--- config.mk ---
export PLATFORM = sky130hd
export DESIGN_NAME = sad_divider_regs
export DESIGN_NICKNAME = d
export VERILOG_FILES = /design/src/hw/sad_pkg.sv /design/src/hw/sad_divider_regs.sv /design/src/hw/sad_field_decode.sv /design/src/hw/sad_sync_event.sv
export SDC_FILE = /design/constraint.sdc
export NUM_CORES = 1
export LEC_CHECK = 0
export BUFFER_PORTS_ARGS = -buffer_cell sky130_fd_sc_hd__buf_2
export CORE_MARGIN = 5
export CORE_UTILIZATION = 56
export CTS_CLUSTER_DIAMETER = 100
export CTS_CLUSTER_SIZE = 20
export DETAILED_ROUTE_END_ITERATION = 16
export PLACE_DENSITY_LB_ADDON = 0.1
export SLEW_MARGIN = 25
export SYNTH_ARGS = -nofsm -noshare
export SYNTH_HDL_FRONTEND = slang
export SYNTH_SLANG_ARGS = --single-unit
--- constraint.sdc ---
create_clock -name clk -period 8.1 [get_ports clk]
set_clock_uncertainty 0.15 [all_clocks]
set_input_delay 1.62 -clock clk [delete_from_list [all_inputs] [get_ports clk]]
set_output_delay 1.62 -clock clk [all_outputs]
set_load 0.05 [all_outputs]
--- src/hw/sad_pkg.sv ---
// Constants shared by the synthesizer A divider configuration block
package sad_pkg;
	// ------------------------------------------------------------
	// Bus geometry
	// ------------------------------------------------------------
	localparam int unsigned ADDR_W = 12;
	localparam logic [1:0] RESP_OKAY   = 2'h0;
	localparam logic [1:0] RESP_SLVERR = 2'h2;

	// ------------------------------------------------------------
	// Register indices; byte address is four times the index
	// ------------------------------------------------------------
	localparam logic [6:0] IDX_RESYNC_CTRL = 7'h38;
	localparam logic [6:0] IDX_DOUBLER_PUMP = 7'h39;
	localparam logic [6:0] IDX_INT_DIV_HIGH = 7'h3a;
	localparam logic [6:0] IDX_INT_DIV_LOW  = 7'h3b;
	localparam logic [6:0] IDX_NUMER_TOP    = 7'h3c;
	localparam logic [6:0] IDX_NUMER_MID    = 7'h3d;
	localparam logic [6:0] IDX_NUMER_BOTTOM = 7'h3e;
	localparam logic [6:0] IDX_DENOM_TOP    = 7'h3f;
	localparam logic [6:0] IDX_DENOM_MID    = 7'h40;
	localparam logic [6:0] IDX_DENOM_BOTTOM = 7'h41;
	localparam logic [6:0] IDX_MOD_CTRL     = 7'h42;
	localparam int unsigned NREG = 11;

	// Slot numbers in the register array (index minus first index)
	localparam int unsigned S_RESYNC = 0;
	localparam int unsigned S_DBL    = 1;
	localparam int unsigned S_NHI    = 2;
	localparam int unsigned S_NLO    = 3;
	localparam int unsigned S_UT     = 4;
	localparam int unsigned S_UM     = 5;
	localparam int unsigned S_UB     = 6;
	localparam int unsigned S_DT     = 7;
	localparam int unsigned S_DM     = 8;
	localparam int unsigned S_DB     = 9;
	localparam int unsigned S_MOD    = 10;

	// Reset values and writable-bit masks, slot 0 in the low byte
	localparam logic [NREG*8-1:0] REG_RST = 88'h0c_00_00_00_00_00_00_66_00_18_02;
	localparam logic [NREG*8-1:0] REG_MSK = 88'h0f_ff_ff_3f_ff_ff_3f_ff_0f_3f_02;

	// ------------------------------------------------------------
	// Field positions
	// ------------------------------------------------------------
	localparam int unsigned F_RESYNC_EN = 1;
	localparam int unsigned F_DOUBLER   = 4;
	localparam int unsigned F_PUMP_HI   = 3;
	localparam int unsigned F_DITH_HI   = 3;
	localparam int unsigned F_DITH_LO   = 2;
	localparam int unsigned F_ORD_HI    = 1;

	// ------------------------------------------------------------
	// Field codes and decoded values
	// ------------------------------------------------------------
	localparam logic [3:0]  PUMP_MAX_STEP  = 4'h7;
	localparam logic [3:0]  PUMP_HIGH_CODE = 4'h8;
	localparam logic [12:0] PUMP_STEP_UA   = 13'h0190;
	localparam logic [12:0] PUMP_HIGH_UA   = 13'h1900;
	localparam logic [12:0] PUMP_RST_UA    = 13'h1900;
	localparam logic [11:0] NDIV_RST       = 12'h066;
	localparam logic [11:0] NDIV_UNITY     = 12'h001;
	localparam logic [1:0]  DITHER_OFF     = 2'h3;
	localparam logic [1:0]  ORDER_INTEGER  = 2'h0;
endpackage

--- src/hw/sad_divider_regs.sv ---
// Synthesizer A divider configuration register bank with AXI4-Lite access
`timescale 1ns/1ns
module sad_divider_regs (
	input  wire logic                       clk,
	input  wire logic                       sys_rst,
	// AXI4-Lite write address
	input  wire logic [sad_pkg::ADDR_W-1:0] s_axi_awaddr,
	input  wire logic                       s_axi_awvalid,
	output logic                            s_axi_awready,
	// AXI4-Lite write data
	input  wire logic [31:0]                s_axi_wdata,
	input  wire logic [3:0]                 s_axi_wstrb,
	input  wire logic                       s_axi_wvalid,
	output logic                            s_axi_wready,
	// AXI4-Lite write response
	output logic [1:0]                      s_axi_bresp,
	output logic                            s_axi_bvalid,
	input  wire logic                       s_axi_bready,
	// AXI4-Lite read address
	input  wire logic [sad_pkg::ADDR_W-1:0] s_axi_araddr,
	input  wire logic                       s_axi_arvalid,
	output logic                            s_axi_arready,
	// AXI4-Lite read data
	output logic [31:0]                     s_axi_rdata,
	output logic [1:0]                      s_axi_rresp,
	output logic                            s_axi_rvalid,
	input  wire logic                       s_axi_rready,
	// Sync event pin from outside
	input  wire logic                       sync_event_pin,
	// Configuration to the synthesizer
	output logic                            ref_doubler_enable,
	output logic [3:0]                      pump_gain_code,
	output logic [12:0]                     pump_current_ua,
	output logic [11:0]                     integer_feedback_divider,
	output logic [11:0]                     divide_ratio,
	output logic [21:0]                     fraction_numerator,
	output logic [21:0]                     fraction_denominator,
	output logic [21:0]                     effective_numerator,
	output logic [1:0]                      dither_select,
	output logic                            dither_enable,
	output logic [1:0]                      modulator_order,
	output logic                            fractional_active,
	output logic                            resync_enable,
	output logic                            resync_pulse
);
	import sad_pkg::*;

	// ------------------------------------------------------------
	// Storage and bus state
	// ------------------------------------------------------------
	logic [7:0]        regs_reg [NREG];
	logic              aw_held_reg;
	logic              w_held_reg;
	logic [ADDR_W-1:0] aw_addr_reg;
	logic [31:0]       w_data_reg;
	logic [3:0]        w_strb_reg;
	logic              bvalid_reg;
	logic [1:0]        bresp_reg;
	logic              rvalid_reg;
	logic [1:0]        rresp_reg;
	logic [31:0]       rdata_reg;

	// Combinational bus decode
	logic              aw_take;
	logic              w_take;
	logic              aw_ok;
	logic              w_ok;
	logic              wr_fire;
	logic              ar_take;
	logic [ADDR_W-1:0] wr_addr;
	logic [31:0]       wr_data;
	logic [3:0]        wr_strb;
	logic              wr_hit;
	logic [6:0]        wr_slot;
	logic [1:0]        wr_code;
	logic              rd_hit;
	logic [6:0]        rd_slot;

	// ------------------------------------------------------------
	// Address decode
	// ------------------------------------------------------------

	// Index match covers only aligned words of the mapped range
	function automatic logic addr_hit(input logic [ADDR_W-1:0] a);
		return (a[1:0] == 2'h0) &&
		       (a[ADDR_W-1:2] >= 10'(IDX_RESYNC_CTRL)) &&
		       (a[ADDR_W-1:2] <= 10'(IDX_MOD_CTRL));
	endfunction

	function automatic logic [6:0] addr_slot(input logic [ADDR_W-1:0] a);
		return 7'(a[8:2] - IDX_RESYNC_CTRL);
	endfunction

	// ------------------------------------------------------------
	// Write channel handshakes
	// ------------------------------------------------------------

	// Each channel is taken once and held until the pair is complete
	assign s_axi_awready = ~aw_held_reg & ~bvalid_reg;
	assign s_axi_wready  = ~w_held_reg & ~bvalid_reg;
	assign aw_take       = s_axi_awvalid & s_axi_awready;
	assign w_take        = s_axi_wvalid & s_axi_wready;
	assign aw_ok         = aw_held_reg | aw_take;
	assign w_ok          = w_held_reg | w_take;
	assign wr_fire       = aw_ok & w_ok & ~bvalid_reg;
	assign wr_addr       = aw_held_reg ? aw_addr_reg : s_axi_awaddr;
	assign wr_data       = w_held_reg ? w_data_reg : s_axi_wdata;
	assign wr_strb       = w_held_reg ? w_strb_reg : s_axi_wstrb;
	assign wr_hit        = addr_hit(wr_addr);
	assign wr_slot       = addr_slot(wr_addr);
	assign wr_code       = wr_hit ? RESP_OKAY : RESP_SLVERR;

	// Hold a channel that arrived before its partner
	always_ff @(posedge clk or posedge sys_rst) begin
		if (sys_rst) begin
			aw_held_reg <= 1'b0;
			w_held_reg  <= 1'b0;
			aw_addr_reg <= '0;
			w_data_reg  <= 32'h00000000;
			w_strb_reg  <= 4'h0;
		end else begin
			if (wr_fire) begin
				aw_held_reg <= 1'b0;
				w_held_reg  <= 1'b0;
			end else begin
				if (aw_take) begin
					aw_held_reg <= 1'b1;
					aw_addr_reg <= s_axi_awaddr;
				end
				if (w_take) begin
					w_held_reg <= 1'b1;
					w_data_reg <= s_axi_wdata;
					w_strb_reg <= s_axi_wstrb;
				end
			end
		end
	end

	// Response follows the completed pair; unmapped words answer SLVERR
	always_ff @(posedge clk or posedge sys_rst) begin
		if (sys_rst) begin
			bvalid_reg <= 1'b0;
			bresp_reg  <= RESP_OKAY;
		end else if (wr_fire) begin
			bvalid_reg <= 1'b1;
			bresp_reg  <= wr_code;
		end else if (s_axi_bready) begin
			bvalid_reg <= 1'b0;
		end
	end

	assign s_axi_bvalid = bvalid_reg;
	assign s_axi_bresp  = bresp_reg;

	// ------------------------------------------------------------
	// Register array
	// ------------------------------------------------------------

	// One flop byte per register; only lane 0 carries data, and
	// reserved bits are masked so they always read back as zero
	for (genvar i = 0; i < NREG; i++) begin : g_reg
		always_ff @(posedge clk or posedge sys_rst) begin
			if (sys_rst) begin
				regs_reg[i] <= REG_RST[i*8 +: 8];
			end else if (wr_fire && wr_hit && wr_strb[0] && (wr_slot == 7'(i))) begin
				regs_reg[i] <= wr_data[7:0] & REG_MSK[i*8 +: 8];
			end
		end
	end

	// ------------------------------------------------------------
	// Read channel
	// ------------------------------------------------------------

	// One read at a time; address is refused while data waits
	assign s_axi_arready = ~rvalid_reg;
	assign ar_take       = s_axi_arvalid & s_axi_arready;
	assign rd_hit        = addr_hit(s_axi_araddr);
	assign rd_slot       = addr_slot(s_axi_araddr);

	always_ff @(posedge clk or posedge sys_rst) begin
		if (sys_rst) begin
			rvalid_reg <= 1'b0;
			rresp_reg  <= RESP_OKAY;
			rdata_reg  <= 32'h00000000;
		end else if (ar_take) begin
			rvalid_reg <= 1'b1;
			rresp_reg  <= rd_hit ? RESP_OKAY : RESP_SLVERR;
			rdata_reg  <= rd_hit ? {24'h000000, regs_reg[rd_slot[3:0]]} : 32'h00000000;
		end else if (s_axi_rready) begin
			rvalid_reg <= 1'b0;
		end
	end

	assign s_axi_rvalid = rvalid_reg;
	assign s_axi_rresp  = rresp_reg;
	assign s_axi_rdata  = rdata_reg;

	// ------------------------------------------------------------
	// Field assembly
	// ------------------------------------------------------------

	// Fields straight from the register flops
	assign resync_enable            = regs_reg[S_RESYNC][F_RESYNC_EN];
	assign ref_doubler_enable       = regs_reg[S_DBL][F_DOUBLER];
	assign pump_gain_code           = regs_reg[S_DBL][F_PUMP_HI:0];
	assign integer_feedback_divider = {regs_reg[S_NHI][3:0], regs_reg[S_NLO]};
	assign fraction_numerator       = {regs_reg[S_UT][5:0], regs_reg[S_UM], regs_reg[S_UB]};
	assign fraction_denominator     = {regs_reg[S_DT][5:0], regs_reg[S_DM], regs_reg[S_DB]};
	assign dither_select            = regs_reg[S_MOD][F_DITH_HI:F_DITH_LO];
	assign modulator_order          = regs_reg[S_MOD][F_ORD_HI:0];

	// ------------------------------------------------------------
	// Decode and sync event
	// ------------------------------------------------------------

	// Decoded values lag the register write by one clock
	sad_field_decode u_decode (
		.clk                      (clk),
		.sys_rst                  (sys_rst),
		.pump_gain_code           (pump_gain_code),
		.integer_feedback_divider (integer_feedback_divider),
		.fraction_numerator       (fraction_numerator),
		.dither_select            (dither_select),
		.modulator_order          (modulator_order),
		.pump_current_ua          (pump_current_ua),
		.divide_ratio             (divide_ratio),
		.effective_numerator      (effective_numerator),
		.dither_enable            (dither_enable),
		.fractional_active        (fractional_active)
	);

	// Pin is asynchronous, so it is resynchronised inside
	sad_sync_event u_sync (
		.clk            (clk),
		.sys_rst        (sys_rst),
		.sync_event_pin (sync_event_pin),
		.resync_enable  (resync_enable),
		.resync_pulse   (resync_pulse)
	);
endmodule // sad_divider_regs

--- src/hw/sad_field_decode.sv ---
// Registered decode of pump gain, divide ratio and modulator fields
`timescale 1ns/1ns
module sad_field_decode (
	input  wire logic        clk,
	input  wire logic        sys_rst,
	input  wire logic [3:0]  pump_gain_code,
	input  wire logic [11:0] integer_feedback_divider,
	input  wire logic [21:0] fraction_numerator,
	input  wire logic [1:0]  dither_select,
	input  wire logic [1:0]  modulator_order,
	output logic      [12:0] pump_current_ua,
	output logic      [11:0] divide_ratio,
	output logic      [21:0] effective_numerator,
	output logic             dither_enable,
	output logic             fractional_active
);
	import sad_pkg::*;

	logic [12:0] pump_next;
	logic        frac_next;

	// Codes above the high code 8 are undefined and give no current
	always_comb begin
		pump_next = 13'h0000;
		if (pump_gain_code == PUMP_HIGH_CODE) begin
			pump_next = PUMP_HIGH_UA;
		end else if (pump_gain_code <= PUMP_MAX_STEP) begin
			pump_next = 13'({9'h000, pump_gain_code} * PUMP_STEP_UA);
		end
		frac_next = (modulator_order != ORDER_INTEGER);
	end

	// Decoded values held in flops for the analog side
	always_ff @(posedge clk or posedge sys_rst) begin
		if (sys_rst) begin
			pump_current_ua     <= PUMP_RST_UA;
			divide_ratio        <= NDIV_RST;
			effective_numerator <= 22'h000000;
			dither_enable       <= 1'b0;
			fractional_active   <= 1'b0;
		end else begin
			pump_current_ua     <= pump_next;
			divide_ratio        <= (integer_feedback_divider <= NDIV_UNITY) ?
			                       NDIV_UNITY : integer_feedback_divider;
			effective_numerator <= frac_next ? fraction_numerator : 22'h000000;
			dither_enable       <= (dither_select != DITHER_OFF);
			fractional_active   <= frac_next;
		end
	end
endmodule // sad_field_decode

--- src/hw/sad_sync_event.sv ---
// Synchroniser and gated edge detector for the resync event pin
`timescale 1ns/1ns
module sad_sync_event (
	input  wire logic clk,
	input  wire logic sys_rst,
	input  wire logic sync_event_pin,
	input  wire logic resync_enable,
	output logic      resync_pulse
);
	import sad_pkg::*;

	logic meta_reg;
	logic sync_reg;
	logic last_reg;

	// Two flops before any logic looks at the pin
	always_ff @(posedge clk or posedge sys_rst) begin
		if (sys_rst) begin
			meta_reg <= 1'b0;
			sync_reg <= 1'b0;
			last_reg <= 1'b0;
		end else begin
			meta_reg <= sync_event_pin;
			sync_reg <= meta_reg;
			last_reg <= sync_reg;
		end
	end

	// Rising edge only counts while the enable is set
	always_ff @(posedge clk or posedge sys_rst) begin
		if (sys_rst) begin
			resync_pulse <= 1'b0;
		end else begin
			resync_pulse <= sync_reg & ~last_reg & resync_enable;
		end
	end
endmodule // sad_sync_event

# After elaboration in Yosys (flattened, before gate mapping)
# Index checks and enable logic that the tools add are counted.
[classes]
eq_ne = 12
bitwise_logic = 18
multipliers = 1
magnitude_cmp = 7
reduce_logical = 27
n_addsub = 2
muxes = 21
n_shift = 0
div = 0
[ops]
columns = ["operator", "n"]
rows = [
  ["8-bit binary-select mux with 4-bit select", 1],
  ["8-bit two-way mux", 4],
  ["7-bit by 3-bit equality test with 1-bit output (second input constant)", 4],
  ["13-bit two-way mux", 2],
  ["12-bit two-way mux", 2],
  ["22-bit two-way mux", 1],
  ["7-bit by 4-bit equality test with 1-bit output (second input constant)", 3],
  ["10-bit by 6-bit >= comparator with 1-bit output (second input constant)", 2],
  ["10-bit by 7-bit <= comparator with 1-bit output (second input constant)", 2],
  ["1-bit logical AND", 17],
  ["7-bit by 2-bit equality test with 1-bit output (second input constant)", 2],
  ["12-bit by 1-bit <= comparator with 1-bit output (second input constant)", 1],
  ["2-bit nonzero test", 5],
  ["1-bit bitwise AND", 9],
  ["4-bit by 5-bit multiplier with 9-bit output (second input constant)", 1],
  ["1-bit two-way mux", 9],
  ["7-bit by 1-bit equality test with 1-bit output (second input constant)", 1],
  ["7-bit logical NOT", 1],
  ["7-bit by 6-bit subtractor with 7-bit output (second input constant)", 1],
  ["1-bit inverter", 6],
  ["5-bit >= comparator (second input constant)", 1],
  ["4-bit inverter with 5-bit output", 1],
  ["4-bit equality test (second input constant)", 1],
  ["4-bit by 3-bit <= comparator with 1-bit output (second input constant)", 1],
  ["6 further kinds", 10],
]
[totals]
out_inout_bits = 157
ramBits = 0
register_bits = 181
inputBits = 68
latchBits = 0
memories = 0
romBits = 0

# Longest topological paths before layout
# Gate-level depths: netlist of run 1.
[depth]
ltp_word = 9
mapped_depth = 11
depth_no_buf = 9

# Modules after synthesis
# A second synthesis of run 1 with hierarchy kept.
[unflattened]
hier_cells = 627
hier_area_um2 = 7583.5
[by_module_without_submodules]
columns = ["module", "n_inst", "area_each_um2", "cells_per_inst"]
rows = [
  ["sad_divider_regs", 1, 5771.8, 487],
  ["sad_field_decode", 1, 1699.1, 134],
  ["sad_sync_event", 1, 112.6, 6],
]

# Worst setup path before layout of run 1
# OpenSTA, ideal clock, no wires.
[synth_timing]
kind = "input -> register"
startpoint = "input s_axi_awaddr[5] in the netlist's numbering"
endpoint = "register regs_reg (netlist bit fraction_numerator[16])"
cell_stages = 7
arrival_time_ns = 3.604
slack_ns = 4.221
required_time_ns = 7.825
path_cell_list = "mux2i_1 -> ha_1 -> nor4bb_1 -> a222oi_1 -> buf_2 -> nor4_2 -> mux2_2"
[synth_between]
elab_chain_len = 7
elab_cells_between_ends = 10
cone_classes = "add/sub: 1; order compare: 2; eq/ne: 1; mux: 1; reduce/logical: 5"
[synth_lines]
columns = ["item", "line_no", "source"]
rows = [
  ["start: declaration", "sad_divider_regs.sv:7", "input wire logic [sad_pkg::ADDR_W-1:0] s_axi_awaddr,"],
  ["12-bit two-way mux *", "sad_divider_regs.sv:106", "assign wr_addr = aw_held_reg ? aw_addr_reg : s_axi_awaddr;"],
  ["10-bit by 6-bit >= comparator with 1-bit output", "sad_divider_regs.sv:86", "(a[ADDR_W-1:2] >= 10'(IDX_RESYNC_CTRL)) &&"],
  ["1-bit logical AND", "sad_divider_regs.sv:85", "return (a[1:0] == 2'h0) &&"],
  ["1-bit logical AND", "sad_divider_regs.sv:86", ""],
  ["1-bit logical AND (2 in series)", "sad_divider_regs.sv:165", "end else if (wr_fire && wr_hit && wr_strb[0] && (wr_slot == 7'(i))) begin"],
  ["1-bit logical AND *", "sad_divider_regs.sv:165", ""],
  ["end signal: indexed assignment", "sad_divider_regs.sv:164", "regs_reg[i] <= REG_RST[i*8 +: 8];"],
  ["end signal: indexed assignment", "sad_divider_regs.sv:166", "regs_reg[i] <= wr_data[7:0] & REG_MSK[i*8 +: 8];"],
  ["end: declaration", "sad_divider_regs.sv:51", "logic [7:0] regs_reg [NREG];"],
]
# Mark *: on every way between the ends. The rest lies on a longest branch, timed or not.
# A chain may end at the register's enable or synchronous reset.

# Worst setup path after layout of run 1
[layout_timing]
startpoint = "input s_axi_awaddr[9] in the netlist's numbering"
endpoint = "register regs_reg (netlist bit fraction_denominator[17])"
[layout_between]
elab_chain_len = 7
elab_cells_between_ends = 8
cone_classes = "order compare: 2; mux: 1; reduce/logical: 5"
[layout_lines]
columns = ["item", "line_no"]
rows = [
  ["12-bit two-way mux *", "sad_divider_regs.sv:106"],
  ["10-bit by 6-bit >= comparator with 1-bit output", "sad_divider_regs.sv:86"],
  ["1-bit logical AND", "sad_divider_regs.sv:85"],
  ["1-bit logical AND *", "sad_divider_regs.sv:86"],
  ["1-bit logical AND * (3 in series)", "sad_divider_regs.sv:165"],
]
# Marked as above.

==> results of run 1 <==
routing by layer:
| metal | vias to the layer above | track usage | share of wire |
|---|---|---|---|
| met3 | 22 | 0.0668 | 0.060 |
| met2 | 144 | 0.355 | 0.50 |
| met4 | 6 | 0.0688 | 0.014 |
| met5 | - | 0 | 0.0025 |
| met1 | 2469 | 0.279 | 0.42 |
| li1 | 2281 | - | - |
Yosys cell counts (4+ instances only):
cell type / n / area [um2]
buf_4: 95 / 713
inv_1: 19 / 71.3
buf_2: 5 / 25.0
o21ai_0: 18 / 90.1
mux2_1: 4 / 45.0
dfrtp_1: 135 / 3380
nor4_1: 4 / 25.0
o31ai_1: 4 / 30.0
nand3b_1: 8 / 60.1
mux4_2: 7 / 158
nor4_2: 4 / 50.1
a22o_1: 8 / 70.1
nand3_1: 20 / 100
a21oi_1: 8 / 40.0
o22ai_1: 5 / 31.3
nand2_1: 22 / 82.6
dfstp_2: 16 / 420
nor2b_1: 26 / 163
nor2_1: 17 / 63.8
nor4_4: 6 / 128
nor3_1: 10 / 50.1
mux2_2: 92 / 1040
clkbuf_1: 28 / 105
ha_1: 14 / 175
mux2i_1: 12 / 120
kinds of logic after synthesis:
family / Yosys count / synth area share
buffers and inverters: 148 / 0.121
AO/OA/AOI/OAI: 65 / 0.0579
other: 1 / 0.000493
flip-flops: 151 / 0.500
multiplexers: 115 / 0.179
AND/OR/NAND/NOR: 133 / 0.111
adder cells (fa/ha/maj): 15 / 0.0257
XOR/XNOR: 5 / 0.00576
layout by cell type (no fill, tap or decap), types with 4 or more instances in the layout:
cell / count
mux2_2: 92
conb_1: 30
nand2_1: 22
a22o_1: 8
clkbuf_16: 17
nor3_1: 10
nor4_4: 6
o22ai_1: 4
o21ai_0: 18
o31ai_1: 4
inv_1: 18
a21oi_1: 8
dfrtp_1: 135
mux2i_1: 12
nor4_2: 5
nor2_1: 17
mux2_1: 4
nor2b_1: 26
nand3b_1: 8
ha_1: 14
buf_2: 167
dfstp_2: 16
nand3_1: 20
mux4_2: 7
worst register-to-register path: stages, from the launching register on:
cell and delay (ns):
dfrtp_1 0.94, mux2i_1 0.33, ha_1 0.19, a21boi_0 0.32
o221ai_4 0.35, nor4_2 0.91, mux2_2 0.42
final cells by class:
class | instances | area, um2 | area share
Multi-Input combinational cell | 363 | 3030 | 0.353
Sequential cell | 151 | 3800 | 0.443
Inverter | 19 | 76.3 | 0.00890
Tap cell | 176 | 220 | 0.0257
Clock inverter | 9 | 115 | 0.0134
Timing Repair Buffer | 170 | 862 | 0.101
Clock buffer | 23 | 478 | 0.0557
path summary, 6_finish.rpt:
kind                            cells past startpoint             from  slack (ns)                       end
worst max-delay path                                6  s_axi_awaddr[9]        3.99  fraction_denominator[17]
worst min-delay path                                0  u_sync.meta_reg        0.20           u_sync.sync_reg
worst max register to register                      6      aw_held_reg        4.38  fraction_denominator[17]
worst min register to register                      0  u_sync.meta_reg        0.20           u_sync.sync_reg
max in group asynchronous                           3          sys_rst        5.54  fraction_denominator[14]
min in group asynchronous                           2          sys_rst        1.15           u_sync.last_reg
through the flow:
step                worst slack (ns)  instances
floorplan                       2.29        662
global placement                3.49        879
detailed placement              3.47        879
CTS                             3.91        911
global route                    3.90        911
finish                          3.99        911
power groups by stage:
stage | clock [mW] | combinational [mW] | sequential (mW)
3_3_place_gp | 0 | 0.413 | 0.904
4_1_cts | 0.799 | 0.426 | 0.898
3_5_place_dp | 0 | 0.424 | 0.911
2_1_floorplan | 0 | 0.355 | 0.885
5_1_grt | 0.836 | 0.462 | 0.910
6_report | 0.791 | 0.428 | 0.899
==> results.md, run 1 <==
STA:
- At the pin with the least slew margin, the transition time is 1.03 ns.
- The count of final setup violators is 0.
- Setup repair after global routing left no endpoint under its margin.
- The final worst hold slack is 0.202 ns.
- The number of max-slew violations in the final report is 0.
- The achievable frequency is 243 MHz.
- The final number of hold-violating endpoints was 0.
- Adding up every negative setup slack in the final design gives 0 ns.
- Of the available clock period, the critical path in the final layout requires 0.508.
- For the finished layout, the period the worst path requires is 4.11 ns.
- The worst pin sits at a relative slew slack of 0.311.

Critical path:
- The number of buffers and inverters on the critical path is 1.
- The worst endpoint data arrival time is 4.27 ns.
- The largest individual stage delay along the critical path comes from the cell nor4_2.
- Of all nets on the critical path, the largest fanout is 12.
- The dominant delay contributor by cell family on the critical path is simple AND/OR/NAND/NOR gates.
- The kind of end point of the critical path is a register.
- Walking the worst path, the cells encountered are buf_2 -> or4_1 -> nor3_1 -> o221ai_4 -> nor4_2 -> mux2_2.
- The critical path start-end classification is primary input to register.
- The worst path required time is 8.26 ns.
- The delay of the slowest critical-path stage is 0.90 ns.
- STA classifies the critical path startpoint as a primary input.

Finish:
- The number of antenna diodes in the final layout is 0.
- The total non-filler cell area in the finished layout is 8580 um2.
- In the final layout, the share of cells above drive strength 1 is 0.449.
- Once layout is complete, the utilization of the core stands at 0.645.
- Relative to the synthesized area, the layout overhead comes to 12.8%.
- After filler insertion, the fill cell instance count of the layout stands at 1045.
- The number of nets in the final layout is 805.

Synthesis:
- The netlist area before placement is 7600 um2.
- Counting flops with an async set or reset pin after synthesis yields a share of 1.00.
- The number of flops mapped to enable cells by yosys is 0.
- For this run, the number of Yosys warnings is 0.
- The synthesized area divided by synthesized cell count is 12.0 um2.
- After technology mapping, the gate count stands at 633.
- The sequential cell area fraction in the yosys report is 0.500.
- In the synthesized netlist the dominant register cell turns out to be dfrtp_1.
- The number of register bits inferred by synthesis is 151.
- Synthesis instantiated 57 different standard cells from the library.

Clocking:
- The hold buffer count at cts is 0.
- After clock tree synthesis, the clock-pin slew on the worst setup and hold paths is 0.06 ns.
- The number of sinks driven by the clock tree is 151.
- The clock latency at the later pin of the worst-skew pair is 0.43 ns.
- The CTS root buffer is clkbuf_16.
- CTS built an H-tree with a depth of 4.
- TritonCTS built the clock tree.
- The buffer count from post-CTS setup fixing is 0.
- In this run the deepest clock path goes through 2 buffers.
- In this run, CTS created clock tree buffers numbering 17.
- The post-cts gate resize count is 0.

Drt:
- The detailed-route wire length is 17.1 mm.
- The average via count per standard cell is 5.40.
- The first-pass iteration count of the detailed router is 5.
- After detailed routing, the average wire length per cell comes to 18.8 um.
- In this run the remaining antenna-violating nets after routing total 0.
- The routed via count is 4922.
- The detailed-route DRC error count is 0.
- The number of DRC violations after detailed-routing iteration 0 is 241.

Power and ir drop:
- The share of total power dissipated in sequential elements is 0.424.
- The cell-internal power is 1.45 mW.
- For this design the total switching power over the nets is 0.667 mW.
- The reported leakage power is 4.37 nW.
- The fraction of power spent switching nets is 0.315.
- The worst-case IR drop observed on VDD is 0.189 mV.
- After layout, the design draws a total of 2.12 mW.
- The share of total power dissipated in the clock network is 0.374.
- For this design the ratio of total power to cell area is 247 nW/um2.
- The part of the total power dissipated in combinational logic is 0.202.

Floorplanning:
- The number of primary I/O pins is 225.
- From left edge to right edge, the die measures 127 um.
- The y dimension of the die is 127 um.
- The core region is 13300 um2.
- The floorplan step defined a die boundary enclosing 16000 um2.
- The number of placement rows is 42.
- The starting density of the core is 0.572.

Global routing:
- The number of global-route vias before repair is 5122.
- The initial antenna violation count was 3.
- For this run, the total global-route usage over all layers was measured as 0.217.
- The leftover overflow at the end of global routing is 0.
- The first global-routing pass estimated 27.3 mm of wire.
- The largest net degree at the start of global routing is 79.

Place:
- The area of placed instances is 7970 um2.
- Once detailed placement completed, the half-perimeter wirelength came to 12.5 mm.
- At the end of routability-driven placement, the weighted congestion stood at 0.824.
- Buffers placed on the I/O ports in this run total 167.

Hold path:
- The worst min-delay path category is register to register.

Job:
- Max-cap violations in this run came to 0.

Run status:
- The flow ran to the end, and the final reports show no timing, DRC or antenna violations.
Note: power is estimated with default switching activity, not from simulation.
==> run 2: changes to the inputs <==
--- a/config.mk
+++ b/config.mk
@@ -7,7 +7,7 @@
 export LEC_CHECK = 0
 export BUFFER_PORTS_ARGS = -buffer_cell sky130_fd_sc_hd__buf_2
 export CORE_MARGIN = 5
-export CORE_UTILIZATION = 56
+export CORE_UTILIZATION = 52
 export CTS_CLUSTER_DIAMETER = 100
 export CTS_CLUSTER_SIZE = 20
 export DETAILED_ROUTE_END_ITERATION = 16
==> constraint.sdc (replaced) <==
create_clock -name clk -period 3.98 [get_ports clk]
set_clock_uncertainty 0.15 [all_clocks]
set_input_delay 0.796 -clock clk [delete_from_list [all_inputs] [get_ports clk]]
set_output_delay 0.796 -clock clk [all_outputs]
set_load 0.05 [all_outputs]
==> results.md, run 2 (same netlist as run 1, synthesis figures left out) <==
Finish:
- The total non-filler cell area in the finished layout is 8680 um2.
- After the flow finishes, the layout carries non-filler instances totaling 930.
- After the last flow step, the layout net total stands at 817.
- The top cell types in the final layout, fill and taps aside, are buf_2 (167), dfrtp_1 (135), mux2_2 (92).
- The synthesis-to-layout area growth is 14.1%.
- 0 antenna diodes ended up in the layout.
- The share of layout cells above drive strength 1 is 0.458.
- The leading cell type in the layout, fill and taps excluded is buf_2.

STA:
- The achievable frequency is 304 MHz.
- The share of the clock period used by the worst path is 0.828.
- Summed over all failing endpoints, the final setup total negative slack is 0 ns.
- The number of max-slew violations in the final report is 0.
- The shortest clock period the worst path allows after layout is 3.29 ns.
- The final number of hold-violating endpoints is 0.
- The setup slack of the critical path after layout is 0.686 ns.
- Setup violations remaining at the end of the flow were counted as 0.
- Setup repair after global routing left no endpoint under its margin.
- Measured against its own limit, the worst slew margin works out to 0.323.
- The transition time at the pin with the least slew margin is 1.02 ns.

Drt:
- After detailed routing, the number of vias per cell comes to 5.36.
- The first-pass iteration count of the detailed router is 4.
- Summing over every cut layer, the via total after detailed routing is 4982.
- The final layout contains routed wiring with a total length of 17.7 mm.
- The antenna violation net count after detailed routing is 0.
- Dividing the detail-routed wire length by the instance count gives 19.1 um.
- For this block, the initial DRC count from the detailed router was 234.
- In the routed design, unresolved DRC markers number 0.

Place:
- The number of buffers inserted by port buffering is 167.
- The number of placed instances, taps included, is 899.
- Prior to clock tree synthesis, the placed netlist has a worst setup slack of 0.543 ns.
- The post-DP HPWL is 13.0 mm.
- Routability-driven placement finished with a final weighted congestion of 0.844.
- Once placement finished, the instance area stood at 8070 um2.

Global routing:
- The most used routing layer is met2.
- The initial antenna violation count is 0.
- In the global route stage, met2 resource usage came out at 0.343.
- The number of global-route vias before repair was 4857.
- For met1 alone, demand over resource in global routing was 0.276.
- The global-route met3 utilization is 0.0476.
- The largest net degree at the start of global routing is 76.
- The global-route wire length before repair is 27.1 mm.
- The global routing usage summed across all routing layers is 0.207.
- The total overflow left after global routing is 0.

Critical path:
- The register-to-register setup slack is 0.69 ns.
- The maximum fanout along the worst path is 16.
- The number of cell instances on the worst register-to-register path is 6.
- The worst path required time is 4.13 ns.
- The worst register-to-register path begins at aw_held_reg.
- The endpoint of the lowest-slack register-to-register path is modulator_order[0].
- The delay of the slowest critical-path stage is 0.60 ns.
- The critical path start-end classification is register to register.
- The kind of end point of the critical path is a register.
- Together, buffers and inverters on the worst path number 1.
- The critical path goes through buf_4 -> or3b_1 -> a21boi_0 -> o221ai_4 -> nor4_2 -> mux2_2.
- STA classifies the critical path startpoint as a register.
- In this design, the largest share of critical-path delay is due to simple AND/OR/NAND/NOR gates.
- The cell with the largest stage delay on the worst path is nor4_2.
- Data on the critical path arrives at its endpoint at 3.44 ns.

Clocking:
- The post-cts gate resize count is 0.
- The clock edge transition at the registers on the reported setup and hold paths is 0.06 ns.
- The maximum count of clock buffers along a single path is 2.
- The CTS tree is built.
- The clock drives 151 sinks.
- The number of buffers added by the clock tree synthesis step is 17.
- CTS placed an instance of clkbuf_16 at the clock tree root.
- In this run the post-CTS setup repair buffer count came out at 0.
- The H-tree depth is 4.
- For this design, the CTS-stage hold fixing added 0 buffers.
- The later pin in the worst-skew pair is clocked with a latency of 0.42 ns.

Run status:
- The run finished with clean final reports.

Hold path:
- Along the worst hold path, the cell count comes to 0.
- The end point of the most critical hold path is u_sync.sync_reg.
- The worst min-delay path category is register to register.
- The source of the worst hold timing path is u_sync.meta_reg.

Floorplanning:
- The x dimension of the die is 131 um.
- After floorplanning, the core was sized to cover 14400 um2.
- Measured along the y axis, the die boundary spans 131 um.
- The die covers 17100 um2.
- For this configuration, the core starts out at a cell density of 0.527.
- The number of primary I/O pins is 225.
- The initialized floorplan defines 44 standard-cell rows.

Power and ir drop:
- The worst supply voltage drop on vdd is 0.357 mV.
- The power density of the placed cells is 502 nW/um2.
- The analysis attributes to cell leakage a power of 4.42 nW.
- The total power draw is 4.35 mW.

Job:
- The tool flagged a number of max-cap violations equal to 0.
-- run 2: worst max-delay path by stage --
| stage | end | cells past startpoint | startpoint | slack [ns] |
|---|---|---|---|---|
| floorplan | fraction_numerator[16] | 10 | aw_held_reg | 0.75 |
| global placement | modulator_order[1] | 6 | s_axi_awaddr[9] | 0.56 |
| detailed placement | modulator_order[0] | 6 | s_axi_awaddr[9] | 0.54 |
| CTS | modulator_order[0] | 6 | aw_held_reg | 0.62 |
| global route | modulator_order[0] | 7 | aw_held_reg | 0.50 |
| finish | modulator_order[0] | 6 | aw_held_reg | 0.69 |
-- run 2: stage by stage --
| stage | util | hold WS (ns) |
|---|---|---|
| 6_report | 0.602 | 0.205 |
| 5_1_grt | 0.602 | 0.211 |
| 4_1_cts | 0.601 | 0.205 |
| 3_5_place_dp | 0.560 | 0.191 |
| 3_3_place_gp | 0.560 | 0.188 |
| 2_1_floorplan | - | 0.181 |
-- run 2: final cells by class --
| cell class | instances | area, um2 |
|---|---|---|
| fillers | 1207 | 5740 |
| well taps | 184 | 230 |
| repair buffers | 182 | 961 |
| clock inverters | 12 | 153 |
| multi-input cells | 363 | 3020 |
| flip-flops and latches | 151 | 3800 |
| inverters | 19 | 75.1 |
| clock buffers | 19 | 443 |
-- run 2: layer usage --
metal  share of wire  vias to the layer above
met2            0.50                      168
li1                -                     2314
met1            0.41                     2483
met5               0                        -
met4           0.013                        0
met3           0.073                       17
-- run 2: report_power, final --
part	switching (mW)	total [mW]	internal (mW)
Clock	0.622	1.62	0.998
Combinational	0.601	0.916	0.315
Sequential	0.152	1.82	1.67
Total	1.38	4.35	2.98
==> run 3: changes to the inputs <==
--- a/config.mk
+++ b/config.mk
@@ -7,7 +7,7 @@
 export LEC_CHECK = 0
 export BUFFER_PORTS_ARGS = -buffer_cell sky130_fd_sc_hd__buf_2
 export CORE_MARGIN = 5
-export CORE_UTILIZATION = 52
+export CORE_UTILIZATION = 47
 export CTS_CLUSTER_DIAMETER = 100
 export CTS_CLUSTER_SIZE = 20
 export DETAILED_ROUTE_END_ITERATION = 16
==> constraint.sdc (replaced) <==
create_clock -name clk -period 2.8 [get_ports clk]
set_clock_uncertainty 0.15 [all_clocks]
set_input_delay 0.56 -clock clk [delete_from_list [all_inputs] [get_ports clk]]
set_output_delay 0.56 -clock clk [all_outputs]
set_load 0.05 [all_outputs]
==> results.md, run 3 (same netlist as run 1, synthesis figures left out) <==
Drt:
- After detailed routing, the total wire length is 18.2 mm.
- Dividing the detail-routed via count by the number of cells gives 5.13.
- The per-cell routed wire length is 18.6 um.
- The first routing iteration left 213 violations.
- The antenna violation net count after detailed routing is 0.
- The routed via count is 5028.
- The first-pass iteration count of the detailed router is 4.
- The detailed-route DRC error count is 0.

Finish:
- Counting the fill cells in the layout gives 1360.
- Relative to the synthesized area, the layout overhead comes to 19.5%.
- The number of standard cells in the final layout excluding fillers is 980.
- The final core utilization is 0.572.
- The number of nets in the final layout is 834.
- In the layout the commonest cells are buf_2 (167), dfrtp_1 (134), mux2_2 (60).
- The share of layout cells above drive strength 1 is 0.476.
- Leaving out fill and tap cells, the most frequent cell in the layout is buf_2.
- The diode insertion count for antenna repair is 0.

Hold path:
- The worst min-delay path category is primary input to async pin.

Critical path:
- STA classifies the critical path startpoint as a register.
- The delay of the slowest critical-path stage is 0.46 ns.
- For the worst setup path, the data required time is 2.95 ns.
- The logic depth of the worst path, buffers included is 8.
- The number of cell instances on the worst register-to-register path is 8.
- The maximum fanout along the worst path is 11.
- The number of buffers and inverters on the critical path is 2.
- The critical path is of the register to register type.
- At the worst endpoint, the arrival time is 2.95 ns.
- Walking the worst path, the cells encountered are mux2i_2 -> ha_1 -> nor4bb_1 -> a222oi_1 -> buf_12 -> nor4_2 -> buf_4 -> mux2_2.
- The cell with the largest stage delay on the worst path is dfrtp_2.
- STA classifies the critical path endpoint as a register.
- The dominant delay contributor by cell family on the critical path is multiplexers.

STA:
- The total negative slack is -0.00161 ns.
- Timing would allow up to 357 MHz.
- The number of max-slew violations in the final report is 0.
- Measured against its own limit, the worst slew margin works out to 0.565.
- The share of the clock period used by the worst path is 1.00.
- The final number of hold-violating endpoints was 0.
- The transition time at the pin with the least slew margin is 0.650 ns.
- The count of final setup violators is 1.
- Setup repair after global routing could not meet its margin everywhere.
- For the finished layout, the period the worst path requires is 2.80 ns.
- After layout, the worst setup slack is -0.00161 ns.

Place:
- The wire-length estimate of the detail-placed layout is 13.4 mm.
- In this run the tool buffered the top-level ports with 167 buffer cells.
- The number of instances in the placed design is 947.
- At the end of routability-driven placement, the weighted congestion stood at 0.817.

Clocking:
- In this run the number of H-tree levels came out at 4.
- The clock reaches the later pin of the worst-skew pair after 0.42 ns.
- The clock edge transition at the registers on the reported setup and hold paths is 0.06 ns.
- The number of buffers added by the clock tree synthesis step is 17.
- For this design, the sink count on the clock tree is 151.
- Buffers inserted to repair hold after CTS numbered 0.
- Counting along the longest clock path gives a buffer depth of 2.
- The CTS tree is built.
- The CTS root buffer is clkbuf_16.

Floorplanning:
- The die covers 18800 um2.
- The core area is 15900 um2.
- The starting density of the core is 0.479.
- The y dimension of the die is 137 um.
- In this run the core area contains 46 standard-cell rows.
- Measured along the x axis, the die boundary spans 137 um.
- During I/O placement, the number of pins put on the boundary was 225.

Power and ir drop:
- VDD sags by at most 0.406 mV.
- The total power draw is 6.33 mW.
- The power density of the placed cells is 696 nW/um2.
- The reported leakage power is 4.58 nW.

Global routing:
- For this run, the total global-route usage over all layers was measured as 0.196.
- Global routing finished with a remaining overflow of 0.
- The initial antenna violation count is 0.
- The first global-routing pass estimated 28.3 mm of wire.
- The number of global-route vias before repair is 5121.
- The largest net degree at the start of global routing is 61.

Job:
- Max-cap violations in this run came to 0.

Run status:
- The run finished, with violations left.
- The checks that failed: setup timing.
[run 3: metrics by stage]
stage | worst slack, ns | instance area (um2) | hold slack, ns
CTS | 0.00689 | 9080 | 0.0136
floorplan | -0.144 | 7880 | 0.181
global placement | -0.0878 | 8460 | 0.182
global route | -0.127 | 9090 | 0.0273
finish | -0.00161 | 9090 | 0.0188
detailed placement | -0.134 | 8460 | 0.186
[run 3: worst paths after layout]
check | from | slack (ns) | endpoint
max reg2reg | aw_held_reg | -0.002 | integer_feedback_divider[11]
min | sys_rst | 0.02 | u_decode.effective_numerator[3]
min in group clk | sync_event_pin | 0.10 | u_sync.meta_reg
max | aw_held_reg | -0.002 | integer_feedback_divider[11]
max in group asynchronous | sys_rst | 1.77 | integer_feedback_divider[1]
min reg2reg | u_sync.meta_reg | 0.21 | u_sync.sync_reg
[run 3: area by class of cell]
class	count	area (um2)	area share
multi-input cells	363	3150	0.346
clock buffers	20	457	0.0502
repair buffers	199	1190	0.131
clock inverters	12	150	0.0165
flip-flops and latches	151	3800	0.418
inverters	19	75.1	0.00826
well taps	216	270	0.0297
[run 3: what timing repair did]
item	CTS	global route
setup endpoints to repair	66	66
setup buffers	1	0
pin swaps	2	1
resized for setup	2	3
[run 3: per-layer routing]
layer  wire (um)  vias up  global-route usage
met2        9090      146               0.322
li1            -     2340                   -
met1        7920     2522               0.262
met4         277        0              0.0615
met3         913       20              0.0416
met5           0        -                   0
[run 3: power by group]
part           total (mW)  switching, mW  internal [mW]
Combinational        1.46          0.924          0.539
Sequential           2.54          0.167           2.37
Clock                2.33          0.883           1.45
Total                6.33           1.97           4.36
